<file path="src/core/lcdsc_consts.svh">
`ifndef LCDSC_CONSTS_SVH
`define LCDSC_CONSTS_SVH

// ==========================================================
// Pin positions inside the synchroniser vector
`define LCDSC_PIN_CS       2
`define LCDSC_PIN_WR       1
`define LCDSC_PIN_RD       0
`define LCDSC_PIN_RST      3'h7

// ==========================================================
// Operation identifiers and field lengths
`define LCDSC_ID_READ      3'h6
`define LCDSC_ID_WRITE     3'h5
`define LCDSC_ID_CMD       3'h4
`define LCDSC_ID_LAST      4'h2
`define LCDSC_ADDR_LAST    4'h5
`define LCDSC_NIB_LAST     4'h3
`define LCDSC_CMD_LAST     4'h8

// ==========================================================
// Command codes (don't-care bits as ?)
`define LCDSC_CMD_OSC_STOP   8'b0000_0000
`define LCDSC_CMD_OSC_START  8'b0000_0001
`define LCDSC_CMD_BIAS_OFF   8'b0000_0010
`define LCDSC_CMD_BIAS_ON    8'b0000_0011
`define LCDSC_CMD_TB_OFF     8'b0000_0100
`define LCDSC_CMD_WDT_OFF    8'b0000_0101
`define LCDSC_CMD_TB_ON      8'b0000_0110
`define LCDSC_CMD_WDT_ON     8'b0000_0111
`define LCDSC_CMD_TONE_OFF   8'b0000_1000
`define LCDSC_CMD_TONE_ON    8'b0000_1001
`define LCDSC_CMD_TB_CLR     8'b0000_11??
`define LCDSC_CMD_WDT_CLR    8'b0000_111?
`define LCDSC_CMD_SRC_XTAL   8'b0001_01??
`define LCDSC_CMD_SRC_RC     8'b0001_10??
`define LCDSC_CMD_SRC_EXT    8'b0001_11??
`define LCDSC_CMD_PANEL      8'b0010_????
`define LCDSC_CMD_PITCH_HI   8'b010?_????
`define LCDSC_CMD_PITCH_LO   8'b011?_????
`define LCDSC_CMD_ALARM_OFF  8'b100?_0???
`define LCDSC_CMD_ALARM_ON   8'b100?_1???
`define LCDSC_CMD_RATE       8'b101?_????
`define LCDSC_CMD_TEST       8'b1110_0000
`define LCDSC_CMD_NORMAL     8'b1110_0011
`define LCDSC_COM_ILLEGAL    2'h3

// ==========================================================
// Reset values and counter limits; tone counts are in 32 kHz base ticks
`define LCDSC_RATE_RST       3'h7
`define LCDSC_COM_RST        2'h0
`define LCDSC_PRE_LAST       3'h7
`define LCDSC_TONE_HI_LAST   3'h3
`define LCDSC_TONE_LO_LAST   3'h7
`define LCDSC_TB_TOP         4'hE
`define LCDSC_WDT_LAST       2'h3

`endif

</file>
<file path="src/core/lcdsc_pkg.sv">
package lcdsc_pkg;

  typedef enum logic [2:0] {
    ST_ID   = 3'h0,
    ST_ADDR = 3'h1,
    ST_DATA = 3'h3,
    ST_CMD  = 3'h2,
    ST_HALT = 3'h6
  } lcdsc_state_e;

  typedef enum logic [1:0] {
    OP_NONE  = 2'h0,
    OP_READ  = 2'h1,
    OP_WRITE = 2'h2,
    OP_CMD   = 2'h3
  } lcdsc_op_e;

  typedef enum logic [1:0] {
    SRC_XTAL = 2'h1,
    SRC_RC   = 2'h2,
    SRC_EXT  = 2'h3
  } lcdsc_src_e;

  typedef struct packed {
    logic       osc_run;
    logic       bias_on;
    lcdsc_src_e src;
    logic       bias_third;
    logic [1:0] com_sel;
    logic       tone_on;
    logic       tone_high;
    logic       tb_en;
    logic       watchdog_flag_on_cmd;
    logic       wdt_sel;
    logic       irq_en;
    logic [2:0] rate;
    logic       test_mode;
  } lcdsc_cfg_s;

endpackage : lcdsc_pkg

</file>
<file path="src/core/lcdsc_ram.sv">
`timescale 1ns/100ps
`default_nettype none

module lcdsc_ram (
  // Clock
  input  wire logic       sys_clk,
  // Write port
  input  wire logic       we,
  input  wire logic [4:0] waddr,
  input  wire logic [3:0] wdata,
  // Read port
  input  wire logic [4:0] raddr,
  output logic      [3:0] rdata_q
);

  logic [3:0] mem [32];

  always_ff @(posedge sys_clk) begin
    if (we) begin
      mem[waddr] <= wdata;
    end
  end

  // Read of a location written the same cycle returns the old nibble
  always_ff @(posedge sys_clk) begin
    rdata_q <= mem[raddr];
  end

endmodule : lcdsc_ram

`default_nettype wire

</file>
<file path="src/core/lcdsc_decoder.sv">
// What this block does
// Each transfer opens with ID 110 read, 101 write, 100 command.
// With chip select held low, later commands need no repeated ID.
// Chip select high aborts the transfer and clears the current mode.
// Host pulses chip select high before any ID or mode change.
// Every serial bit is sampled on the write strobe rising edge.
// Read bits are shifted out on the read strobe falling edge.
// Host captures read bits between read strobe rise and next fall.
// Six address bits MSB first, then four data bits LSB first.
// Write ID also allows read-modify-write: read nibble, then store new one.
// Code 00 stops oscillator and bias (default); code 01 starts oscillator.
// Code 02 turns bias off and blanks display; 03 turns bias on.
// Code 04 disables time base output; 06 enables it toward alarm pin.
// Code 05 disables watchdog flag; 07 enables watchdog toward alarm pin.
// Code 08 turns buzzer off (default); 09 turns it on.
// Codes 0000_11xx clear time base; 0000_111x also clear watchdog.
// Clock source follows last select: crystal, internal (default), external.
// Panel code 0010_abXc: c selects bias, ab selects 2/3/4 commons.
// Codes 010x select 4 kHz tone, 011x select 2 kHz tone.
// Codes 100x_0 disable alarm output (default); 100x_1 enable it.
// Codes 101x_xnnn set rate 2^n Hz, watchdog four periods; default 7.
// Code E0 enters test state; E3 restores normal (default).
// Host should send full configuration after power-up.
// After watchdog time-out alarm stays low until watchdog clear or alarm disable (100x_0); code 05 does not release it.
// Buzzer outputs low while system disabled or tone off.
// External 256 kHz source divided by eight for the 32 kHz base.
// Command word is nine bits: eight code bits MSB first, one ignored.
// Address increments after each nibble of a continued data transfer.
// Don't-care bits ignored; unlisted codes leave configuration unchanged.
`include "lcdsc_consts.svh"
`timescale 1ns/100ps
`default_nettype none

module lcdsc_decoder
  import lcdsc_pkg::*;
(
  // Clock and reset
  input  wire logic  sys_clk,
  input  wire logic  srst,
  // Host serial pins
  input  wire logic  cs_n,
  input  wire logic  wr_n,
  input  wire logic  rd_n,
  input  wire logic  data_in,
  output logic       data_out_q,
  output logic       data_oe_q,
  // Base ticks from the oscillators
  input  wire logic  osc_tick,
  input  wire logic  ext_tick,
  // Configuration and panel status
  output lcdsc_cfg_s cfg_q,
  output logic       display_on_q,
  output logic       wdt_flag_q,
  // Alarm pin, open drain
  output logic       irq_out_q,
  output logic       irq_oe_q,
  // Buzzer pair
  output logic       buzzer_drive_q,
  output logic       buzzer_drive_n_q
);

  // ==========================================================
  // Pin synchronisers
  logic [2:0]   pin_s1_q;
  logic [2:0]   pin_s2_q;
  logic [2:0]   pin_s3_q;
  logic         dat_s1_q;
  logic         dat_s2_q;
  logic         cs_hi;
  logic         wr_rise;
  logic         rd_fall;
  logic         din;

  always_ff @(posedge sys_clk) begin
    if (srst) begin
      pin_s1_q <= `LCDSC_PIN_RST;
      pin_s2_q <= `LCDSC_PIN_RST;
      pin_s3_q <= `LCDSC_PIN_RST;
      dat_s1_q <= 1'b1;
      dat_s2_q <= 1'b1;
    end else begin
      pin_s1_q <= {cs_n, wr_n, rd_n};
      pin_s2_q <= pin_s1_q;
      pin_s3_q <= pin_s2_q;
      dat_s1_q <= data_in;
      dat_s2_q <= dat_s1_q;
    end
  end

  assign cs_hi   = pin_s2_q[`LCDSC_PIN_CS];
  assign wr_rise = pin_s2_q[`LCDSC_PIN_WR] & ~pin_s3_q[`LCDSC_PIN_WR];
  assign rd_fall = ~pin_s2_q[`LCDSC_PIN_RD] & pin_s3_q[`LCDSC_PIN_RD];
  assign din     = dat_s2_q;

  // ==========================================================
  // Serial decoder
  lcdsc_state_e state_q;
  lcdsc_op_e    op_q;
  logic [3:0]   bit_cnt_q;
  logic [7:0]   shift_q;
  logic [5:0]   addr_q;
  logic [3:0]   wnib_q;
  logic         cmd_go_q;
  logic [7:0]   cmd_code_q;
  logic         ram_we_q;
  logic [4:0]   ram_waddr_q;
  logic [3:0]   ram_wdata_q;
  logic [3:0]   ram_rdata;
  logic [1:0]   rbit_q;
  logic [2:0]   id_bits;
  logic         rd_bit;

  assign id_bits = {shift_q[1:0], din};
  assign rd_bit  = ram_rdata[rbit_q];

  always_ff @(posedge sys_clk) begin
    cmd_go_q <= 1'b0;
    ram_we_q <= 1'b0;
    if (srst || cs_hi) begin
      state_q   <= ST_ID;
      op_q      <= OP_NONE;
      bit_cnt_q <= 4'h0;
      shift_q   <= 8'h00;
    end else if (wr_rise) begin
      bit_cnt_q <= bit_cnt_q + 4'h1;
      unique case (state_q)
        ST_ID: begin
          shift_q <= {shift_q[6:0], din};
          if (bit_cnt_q == `LCDSC_ID_LAST) begin
            bit_cnt_q <= 4'h0;
            if (id_bits == `LCDSC_ID_READ) begin
              op_q    <= OP_READ;
              state_q <= ST_ADDR;
            end else if (id_bits == `LCDSC_ID_WRITE) begin
              op_q    <= OP_WRITE;
              state_q <= ST_ADDR;
            end else if (id_bits == `LCDSC_ID_CMD) begin
              op_q    <= OP_CMD;
              state_q <= ST_CMD;
            end else begin
              state_q <= ST_HALT;
            end
          end
        end
        ST_ADDR: begin
          addr_q <= {addr_q[4:0], din};
          if (bit_cnt_q == `LCDSC_ADDR_LAST) begin
            bit_cnt_q <= 4'h0;
            state_q   <= ST_DATA;
          end
        end
        ST_DATA: begin
          // Bit 0 arrives first, so new bits enter at the top
          wnib_q <= {din, wnib_q[3:1]};
          if (bit_cnt_q == `LCDSC_NIB_LAST) begin
            bit_cnt_q <= 4'h0;
            if (op_q == OP_WRITE) begin
              ram_we_q    <= 1'b1;
              ram_waddr_q <= addr_q[4:0];
              ram_wdata_q <= {din, wnib_q[3:1]};
              addr_q      <= addr_q + 6'h1;
            end
          end
        end
        ST_CMD: begin
          shift_q <= {shift_q[6:0], din};
          if (bit_cnt_q == `LCDSC_CMD_LAST) begin
            // Ninth bit ignored; stay here so the next word needs no ID
            bit_cnt_q  <= 4'h0;
            cmd_go_q   <= 1'b1;
            cmd_code_q <= shift_q;
          end
        end
        ST_HALT: begin
          bit_cnt_q <= 4'h0;
        end
        default: begin
          state_q <= ST_HALT;
        end
      endcase
    end else if (rd_fall && state_q == ST_DATA && op_q == OP_READ
                 && rbit_q == 2'h3) begin
      addr_q <= addr_q + 6'h1;
    end
  end

  // ==========================================================
  // Read-out on the shared data line
  always_ff @(posedge sys_clk) begin
    if (srst || cs_hi) begin
      data_out_q <= 1'b0;
      data_oe_q  <= 1'b0;
      rbit_q     <= 2'h0;
    end else if (rd_fall && state_q == ST_DATA && op_q != OP_CMD) begin
      data_out_q <= rd_bit;
      data_oe_q  <= 1'b1;
      rbit_q     <= rbit_q + 2'h1;
    end else if (wr_rise) begin
      // Host takes the line back for the modify half of R-M-W
      data_oe_q <= 1'b0;
    end
  end

  lcdsc_ram u_ram (
    .sys_clk (sys_clk),
    .we      (ram_we_q),
    .waddr   (ram_waddr_q),
    .wdata   (ram_wdata_q),
    .raddr   (addr_q[4:0]),
    .rdata_q (ram_rdata)
  );

  // ==========================================================
  // Command execution
  always_ff @(posedge sys_clk) begin
    if (srst) begin
      cfg_q.osc_run    <= 1'b0;
      cfg_q.bias_on    <= 1'b0;
      cfg_q.src        <= SRC_RC;
      cfg_q.bias_third <= 1'b0;
      cfg_q.com_sel    <= `LCDSC_COM_RST;
      cfg_q.tone_on    <= 1'b0;
      cfg_q.tone_high  <= 1'b0;
      cfg_q.tb_en      <= 1'b0;
      cfg_q.watchdog_flag_on_cmd     <= 1'b0;
      cfg_q.wdt_sel    <= 1'b0;
      cfg_q.irq_en     <= 1'b0;
      cfg_q.rate       <= `LCDSC_RATE_RST;
      cfg_q.test_mode  <= 1'b0;
    end else if (cmd_go_q) begin
      casez (cmd_code_q)
        `LCDSC_CMD_OSC_STOP: begin
          cfg_q.osc_run <= 1'b0;
          cfg_q.bias_on <= 1'b0;
        end
        `LCDSC_CMD_OSC_START: cfg_q.osc_run <= 1'b1;
        `LCDSC_CMD_BIAS_OFF:  cfg_q.bias_on <= 1'b0;
        `LCDSC_CMD_BIAS_ON:   cfg_q.bias_on <= 1'b1;
        `LCDSC_CMD_TB_OFF:    cfg_q.tb_en   <= 1'b0;
        `LCDSC_CMD_WDT_OFF:   cfg_q.watchdog_flag_on_cmd  <= 1'b0;
        `LCDSC_CMD_TB_ON: begin
          cfg_q.tb_en   <= 1'b1;
          cfg_q.wdt_sel <= 1'b0;
        end
        `LCDSC_CMD_WDT_ON: begin
          cfg_q.watchdog_flag_on_cmd  <= 1'b1;
          cfg_q.wdt_sel <= 1'b1;
        end
        `LCDSC_CMD_TONE_OFF:  cfg_q.tone_on <= 1'b0;
        `LCDSC_CMD_TONE_ON:   cfg_q.tone_on <= 1'b1;
        `LCDSC_CMD_SRC_XTAL:  cfg_q.src     <= SRC_XTAL;
        `LCDSC_CMD_SRC_RC:    cfg_q.src     <= SRC_RC;
        `LCDSC_CMD_SRC_EXT:   cfg_q.src     <= SRC_EXT;
        `LCDSC_CMD_PANEL: begin
          // Common count 11 is not a panel setting and is ignored
          if (cmd_code_q[3:2] != `LCDSC_COM_ILLEGAL) begin
            cfg_q.com_sel    <= cmd_code_q[3:2];
            cfg_q.bias_third <= cmd_code_q[0];
          end
        end
        `LCDSC_CMD_PITCH_HI:  cfg_q.tone_high <= 1'b1;
        `LCDSC_CMD_PITCH_LO:  cfg_q.tone_high <= 1'b0;
        `LCDSC_CMD_ALARM_OFF: cfg_q.irq_en    <= 1'b0;
        `LCDSC_CMD_ALARM_ON:  cfg_q.irq_en    <= 1'b1;
        `LCDSC_CMD_RATE:      cfg_q.rate      <= cmd_code_q[2:0];
        `LCDSC_CMD_TEST:      cfg_q.test_mode <= 1'b1;
        `LCDSC_CMD_NORMAL:    cfg_q.test_mode <= 1'b0;
        default: begin
        end
      endcase
    end
  end

  // ==========================================================
  // Time base, watchdog and alarm pin
  logic         active;
  logic         base_tick;
  logic         clr_tb;
  logic         watchdog_clear_cmd;
  logic         alarm_off;
  logic [2:0]   pre_q;
  logic [14:0]  tb_cnt_q;
  logic         tb_lvl_q;
  logic         tb_lvl;
  logic [3:0]   tb_idx;
  logic         period_evt;
  logic [1:0]   wdt_cnt_q;
  logic         wdt_set;

  // Stopping the oscillator has no effect on an external source
  assign active     = cfg_q.osc_run | (cfg_q.src == SRC_EXT);
  assign base_tick  = (cfg_q.src == SRC_EXT) ? (ext_tick && pre_q == `LCDSC_PRE_LAST)
                                              : osc_tick;
  assign clr_tb     = cmd_go_q && (cmd_code_q ==? `LCDSC_CMD_TB_CLR);
  assign watchdog_clear_cmd    = cmd_go_q && (cmd_code_q ==? `LCDSC_CMD_WDT_CLR);
  assign alarm_off  = cmd_go_q && (cmd_code_q ==? `LCDSC_CMD_ALARM_OFF);
  assign tb_idx     = `LCDSC_TB_TOP - {1'b0, cfg_q.rate};
  assign tb_lvl     = tb_cnt_q[tb_idx];
  assign period_evt = tb_lvl_q & ~tb_lvl;
  assign wdt_set    = period_evt && cfg_q.watchdog_flag_on_cmd && wdt_cnt_q == `LCDSC_WDT_LAST;

  always_ff @(posedge sys_clk) begin
    if (srst) begin
      pre_q <= 3'h0;
    end else if (cfg_q.src == SRC_EXT && ext_tick) begin
      pre_q <= pre_q + 3'h1;
    end
  end

  always_ff @(posedge sys_clk) begin
    if (srst) begin
      tb_cnt_q <= 15'h0000;
      tb_lvl_q <= 1'b0;
    end else begin
      // A clear restarts the count; it must not look like a falling rate edge
      tb_lvl_q <= tb_lvl & ~clr_tb;
      if (clr_tb) begin
        tb_cnt_q <= 15'h0000;
      end else if (active && base_tick) begin
        tb_cnt_q <= tb_cnt_q + 15'h0001;
      end
    end
  end

  always_ff @(posedge sys_clk) begin
    if (srst) begin
      wdt_cnt_q  <= 2'h0;
      wdt_flag_q <= 1'b0;
    end else begin
      if (watchdog_clear_cmd) begin
        wdt_cnt_q <= 2'h0;
      end else if (period_evt && cfg_q.watchdog_flag_on_cmd) begin
        wdt_cnt_q <= wdt_cnt_q + 2'h1;
      end
      // A time-out in the clearing cycle still wins
      wdt_flag_q <= wdt_set | (wdt_flag_q & ~(watchdog_clear_cmd | alarm_off));
    end
  end

  always_ff @(posedge sys_clk) begin
    if (srst) begin
      irq_out_q <= 1'b0;
      irq_oe_q  <= 1'b0;
    end else begin
      irq_out_q <= 1'b0;
      irq_oe_q  <= cfg_q.irq_en && (cfg_q.wdt_sel ? wdt_flag_q
                                                  : (cfg_q.tb_en && active && ~tb_lvl));
    end
  end

  always_ff @(posedge sys_clk) begin
    if (srst) begin
      display_on_q <= 1'b0;
    end else begin
      display_on_q <= cfg_q.bias_on && active;
    end
  end

  // ==========================================================
  // Buzzer pair
  logic [2:0] tone_cnt_q;

  always_ff @(posedge sys_clk) begin
    if (srst || !(cfg_q.tone_on && active)) begin
      tone_cnt_q       <= 3'h0;
      buzzer_drive_q   <= 1'b0;
      buzzer_drive_n_q <= 1'b0;
    end else if (base_tick) begin
      if (tone_cnt_q == (cfg_q.tone_high ? `LCDSC_TONE_HI_LAST : `LCDSC_TONE_LO_LAST)) begin
        tone_cnt_q       <= 3'h0;
        buzzer_drive_q   <= ~buzzer_drive_q;
        buzzer_drive_n_q <= buzzer_drive_q;
      end else begin
        tone_cnt_q <= tone_cnt_q + 3'h1;
      end
    end
  end
endmodule : lcdsc_decoder

`default_nettype wire

</file>
<file path="config.mk">
export PLATFORM = sky130hd
export DESIGN_NAME = lcdsc_decoder
export DESIGN_NICKNAME = d
export VERILOG_FILES = /design/src/core/lcdsc_pkg.sv /design/src/core/lcdsc_ram.sv /design/src/core/lcdsc_decoder.sv
export VERILOG_INCLUDE_DIRS = /design/src /design/src/core
export SDC_FILE = /design/constraint.sdc
export NUM_CORES = 1
export LEC_CHECK = 0
export BUFFER_PORTS_ARGS = -buffer_cell sky130_fd_sc_hd__buf_2
export CORE_MARGIN = 1
export CORE_UTILIZATION = 44
export DETAILED_ROUTE_END_ITERATION = 6
export GPL_TIMING_DRIVEN = 0
export SYNTH_ARGS = -nofsm -noshare
export SYNTH_HDL_FRONTEND = slang
export SYNTH_SLANG_ARGS = --single-unit
</file>
<file path="constraint.sdc">
create_clock -name sys_clk -period 6.9 [get_ports sys_clk]
set_clock_uncertainty 0.2 [all_clocks]
set_input_delay 0.69 -clock sys_clk [delete_from_list [all_inputs] [get_ports sys_clk]]
set_output_delay 0.69 -clock sys_clk [all_outputs]
set_load 0.01 [all_outputs]
</file>
==> results.cfg <==
[status]
outcome = finished, final reports clean

[setup_path]
path_buf_inv = 1
critPathMaxStageDelay_ns = 0.70
start_kind = flip-flop
slowest_stage = nor2b_1
path_cells = clkbuf_1, nand3b_1, nor3_1, nor2b_1
crit_fanout = 10
crit_required_ns = 6.84
end_kind = flip-flop
worstPathArrival_ns = 2.73
path_delay_family = simple AND/OR/NAND/NOR gates
path_class = reg -> reg

[sta]
min_period_over_period = 0.405
final.setup.tns_ns = 0
rsz0062_at_grt = no
timing.hold.ws_ns = 0.171
fin_ws_ns = 4.10
setup_viol = 0
worstMarginPinSlew_ns = 1.16
slew_headroom = 0.226
final-hold-violation-count = 0
fmaxAchievable_mhz = 357
period_needed_ns = 2.80
slew_viol_final = 0

[yosys]
async_reset_ff_frac = 0
synthFlopType = edfxtp_1
yosys_warnings = 0
synthAdderAreaFrac = 0.0157
synth.distinct_cells = 56
synth_top_family_by_area = simple AND/OR/NAND/NOR gates
syn_inst = 687
syn-num-nets = 707
synth_edf_count = 153
synth-simple-area-share = 0.125
muxShareOfSynthArea = 0.125
syn-cell-area_um2 = 9580
post_synth.cell_area_avg_um2 = 14.0
ys_ff_latch = 236
synth-xor-area-share = 0.0174
ys_seq_area_frac = 0.653
synth_compound_area_frac = 0.0462

[route]
drtIter0Drc = 346
vias = 5633
drtPass1Iterations = 5
drt-total-wl_um = 18700
drtAntennaViolNets = 0
avgRoutedWirePerCell_um = 18.0
vias_per_cell = 5.43
drc = 0

[global_routing]
grt_pass1_wl_um = 30000
antenna_found_initial = 0
gr-total-overflow = 0
grt_max_degree = 33
grt_pass1_vias = 5673
grt_use_total = 0.174

[place]
hpwl_um = 12800
routabilityCongestion = 0.843
preCtsSetupSlack_ns = 3.79
dpl_cell_area_um2 = 10100
placedCellCount = 993
io_buffers = 31

[final_layout]
area_delta_synth_final_pct = 13.7
fin_area_um2 = 10900
antennaDiodeCount = 0
drive_above_1_share = 0.185
fin_cells = 1037
nets = 764

[hold_path]
holdCritPathClass = in -> reg

[floorplan]
die_h_um = 150
core_um2 = 21200
floorplan.rows = 53
initial_core_util = 0.452
dieWidth_um = 150
die_area_um2 = 22400
ios = 33

[clocking]
cts_buffer_depth = 3
cts_resized = 0
ctsHtreeMaxLevel = 1
hold_buffers = 0
clk_pin_slew_ns = 0.06
cts_tree = done
cts_made_buffers = 24
clkLatencyLatePin_ns = 0.53
cts-root-buf = clkbuf_16
post_cts_buffers = 0
clock-sinks = 236

[pwr]
ir_drop_mv = 0.202
powerDensity_nw_per_um2 = 258
p_leak_nw = 3.67

[flow_run]
cap_violations = 0
## synth_stat cells, types with 6 or more instances
master,number,area share
mux2_2,6,0.0070
inv_1,10,0.0039
xor2_1,9,0.0082
or2_2,11,0.0072
nand4_1,6,0.0039
nor3_1,9,0.0047
nor2b_1,9,0.0059
nand2_1,60,0.023
nor2_1,86,0.034
mux2i_1,18,0.019
or3_1,7,0.0046
dfxtp_1,83,0.17
mux4_2,42,0.099
ha_1,12,0.016
edfxtp_1,153,0.48
o21ai_0,14,0.0073
a21oi_1,34,0.018
xnor2_1,10,0.0091
nand3b_1,8,0.0063
clkbuf_1,18,0.0070
nand3_1,11,0.0057
## metal layers
metal | vias up | wire, um | global-route usage
li1 | 2706 | - | -
met1 | 2783 | 8230 | 0.226
met2 | 110 | 9230 | 0.298
met3 | 34 | 738 | 0.0277
met4 | 0 | 467 | 0.0541
met5 | - | 0 | 0
## kinds of logic after synthesis
group / Yosys count
AOI/OAI and AO/OA: 72
muxes: 66
buffers and inverters: 38
xor gates and xnor gates: 19
other: 1
and+or+nand+nor: 243
adders and majority gates: 12
DFF: 236
## state kept, by name, indices dropped and copies added, names as in the netlist, 2 cells and up
signal / flops
addr_q: 5
bit_cnt_q: 4
cfg_q: 17
cmd_code_q: 8
op_q: 2
pin_s1_q: 3
pin_s2_q: 3
pin_s3_q: 2
pre_q: 3
ram_waddr_q: 5
ram_wdata_q: 4
rbit_q: 2
shift_q: 8
state_q: 3
tb_cnt_q: 15
tone_cnt_q: 3
u_ram.mem: 128
u_ram.rdata_q: 4
wdt_cnt_q: 2
wnib_q: 3
## power breakdown
| part | switching [W] | total [W] | internal [W] |
|---|---|---|---|
| registers | 0.00000156 | 0.00149 | 0.00149 |
| clock network | 0.000532 | 0.00131 | 0.000776 |
| logic | 0.0000114 | 0.0000178 | 0.00000642 |
## worst register-to-register path: cells and delay by family (launching register included)
family / cells / cell delay, ns
buf+inv: 1 / 0.35
flops: 1 / 0.34
simple gates: 3 / 1.55
## through the flow
step,power (W),util
3_3_place_gp,0.00154,0.475
5_1_grt,0.00290,0.514
2_1_floorplan,0.00153,-
3_5_place_dp,0.00154,0.475
4_1_cts,0.00284,0.513
6_report,0.00282,0.514
## cell type report
cell class / count / area [um^2]
Buffer: 28 / 136
Clock buffer: 28 / 636
Clock inverter: 16 / 175
Fill cell: 1823 / 10300
Inverter: 10 / 37.5
Multi-Input combinational cell: 413 / 3160
Sequential cell: 236 / 6260
Tap cell: 275 / 344
Timing Repair Buffer: 31 / 155
## path summary, 6_finish.rpt
kind | cells after the start | start | end | slack [ns]
setup / recovery | 4 | state_q[1] | ram_waddr_q[2] | 4.10
hold / removal | 2 | cs_n | pin_s1_q[2] | 0.17
setup reg to reg | 4 | state_q[1] | ram_waddr_q[2] | 4.10
hold reg to reg | 1 | pin_s1_q[1] | pin_s2_q[1] | 0.22
## cell usage in the layout, fill, tap and decap left out, types with 4 or more instances in the layout
master and instances:
nand2_1 60, nor4_1 4, nor2b_1 9, clkinv_2 8
a21oi_1 34, and3_1 5, or3_1 7, o21ai_0 14
nand4b_1 5, nand3b_1 8, buf_1 4, clkbuf_1 20
mux2_2 6, inv_1 10, mux2i_1 18, nor2_1 86
nand4_1 6, nand3_1 11, xnor2_1 10, ha_1 12
xor2_1 9, mux4_2 42, or2_2 11, edfxtp_1 153
buf_2 32, and4b_1 5, dfxtp_1 83, nor3_1 9
clkbuf_16 24
No activity file was read; power rests on OpenSTA's default activity.
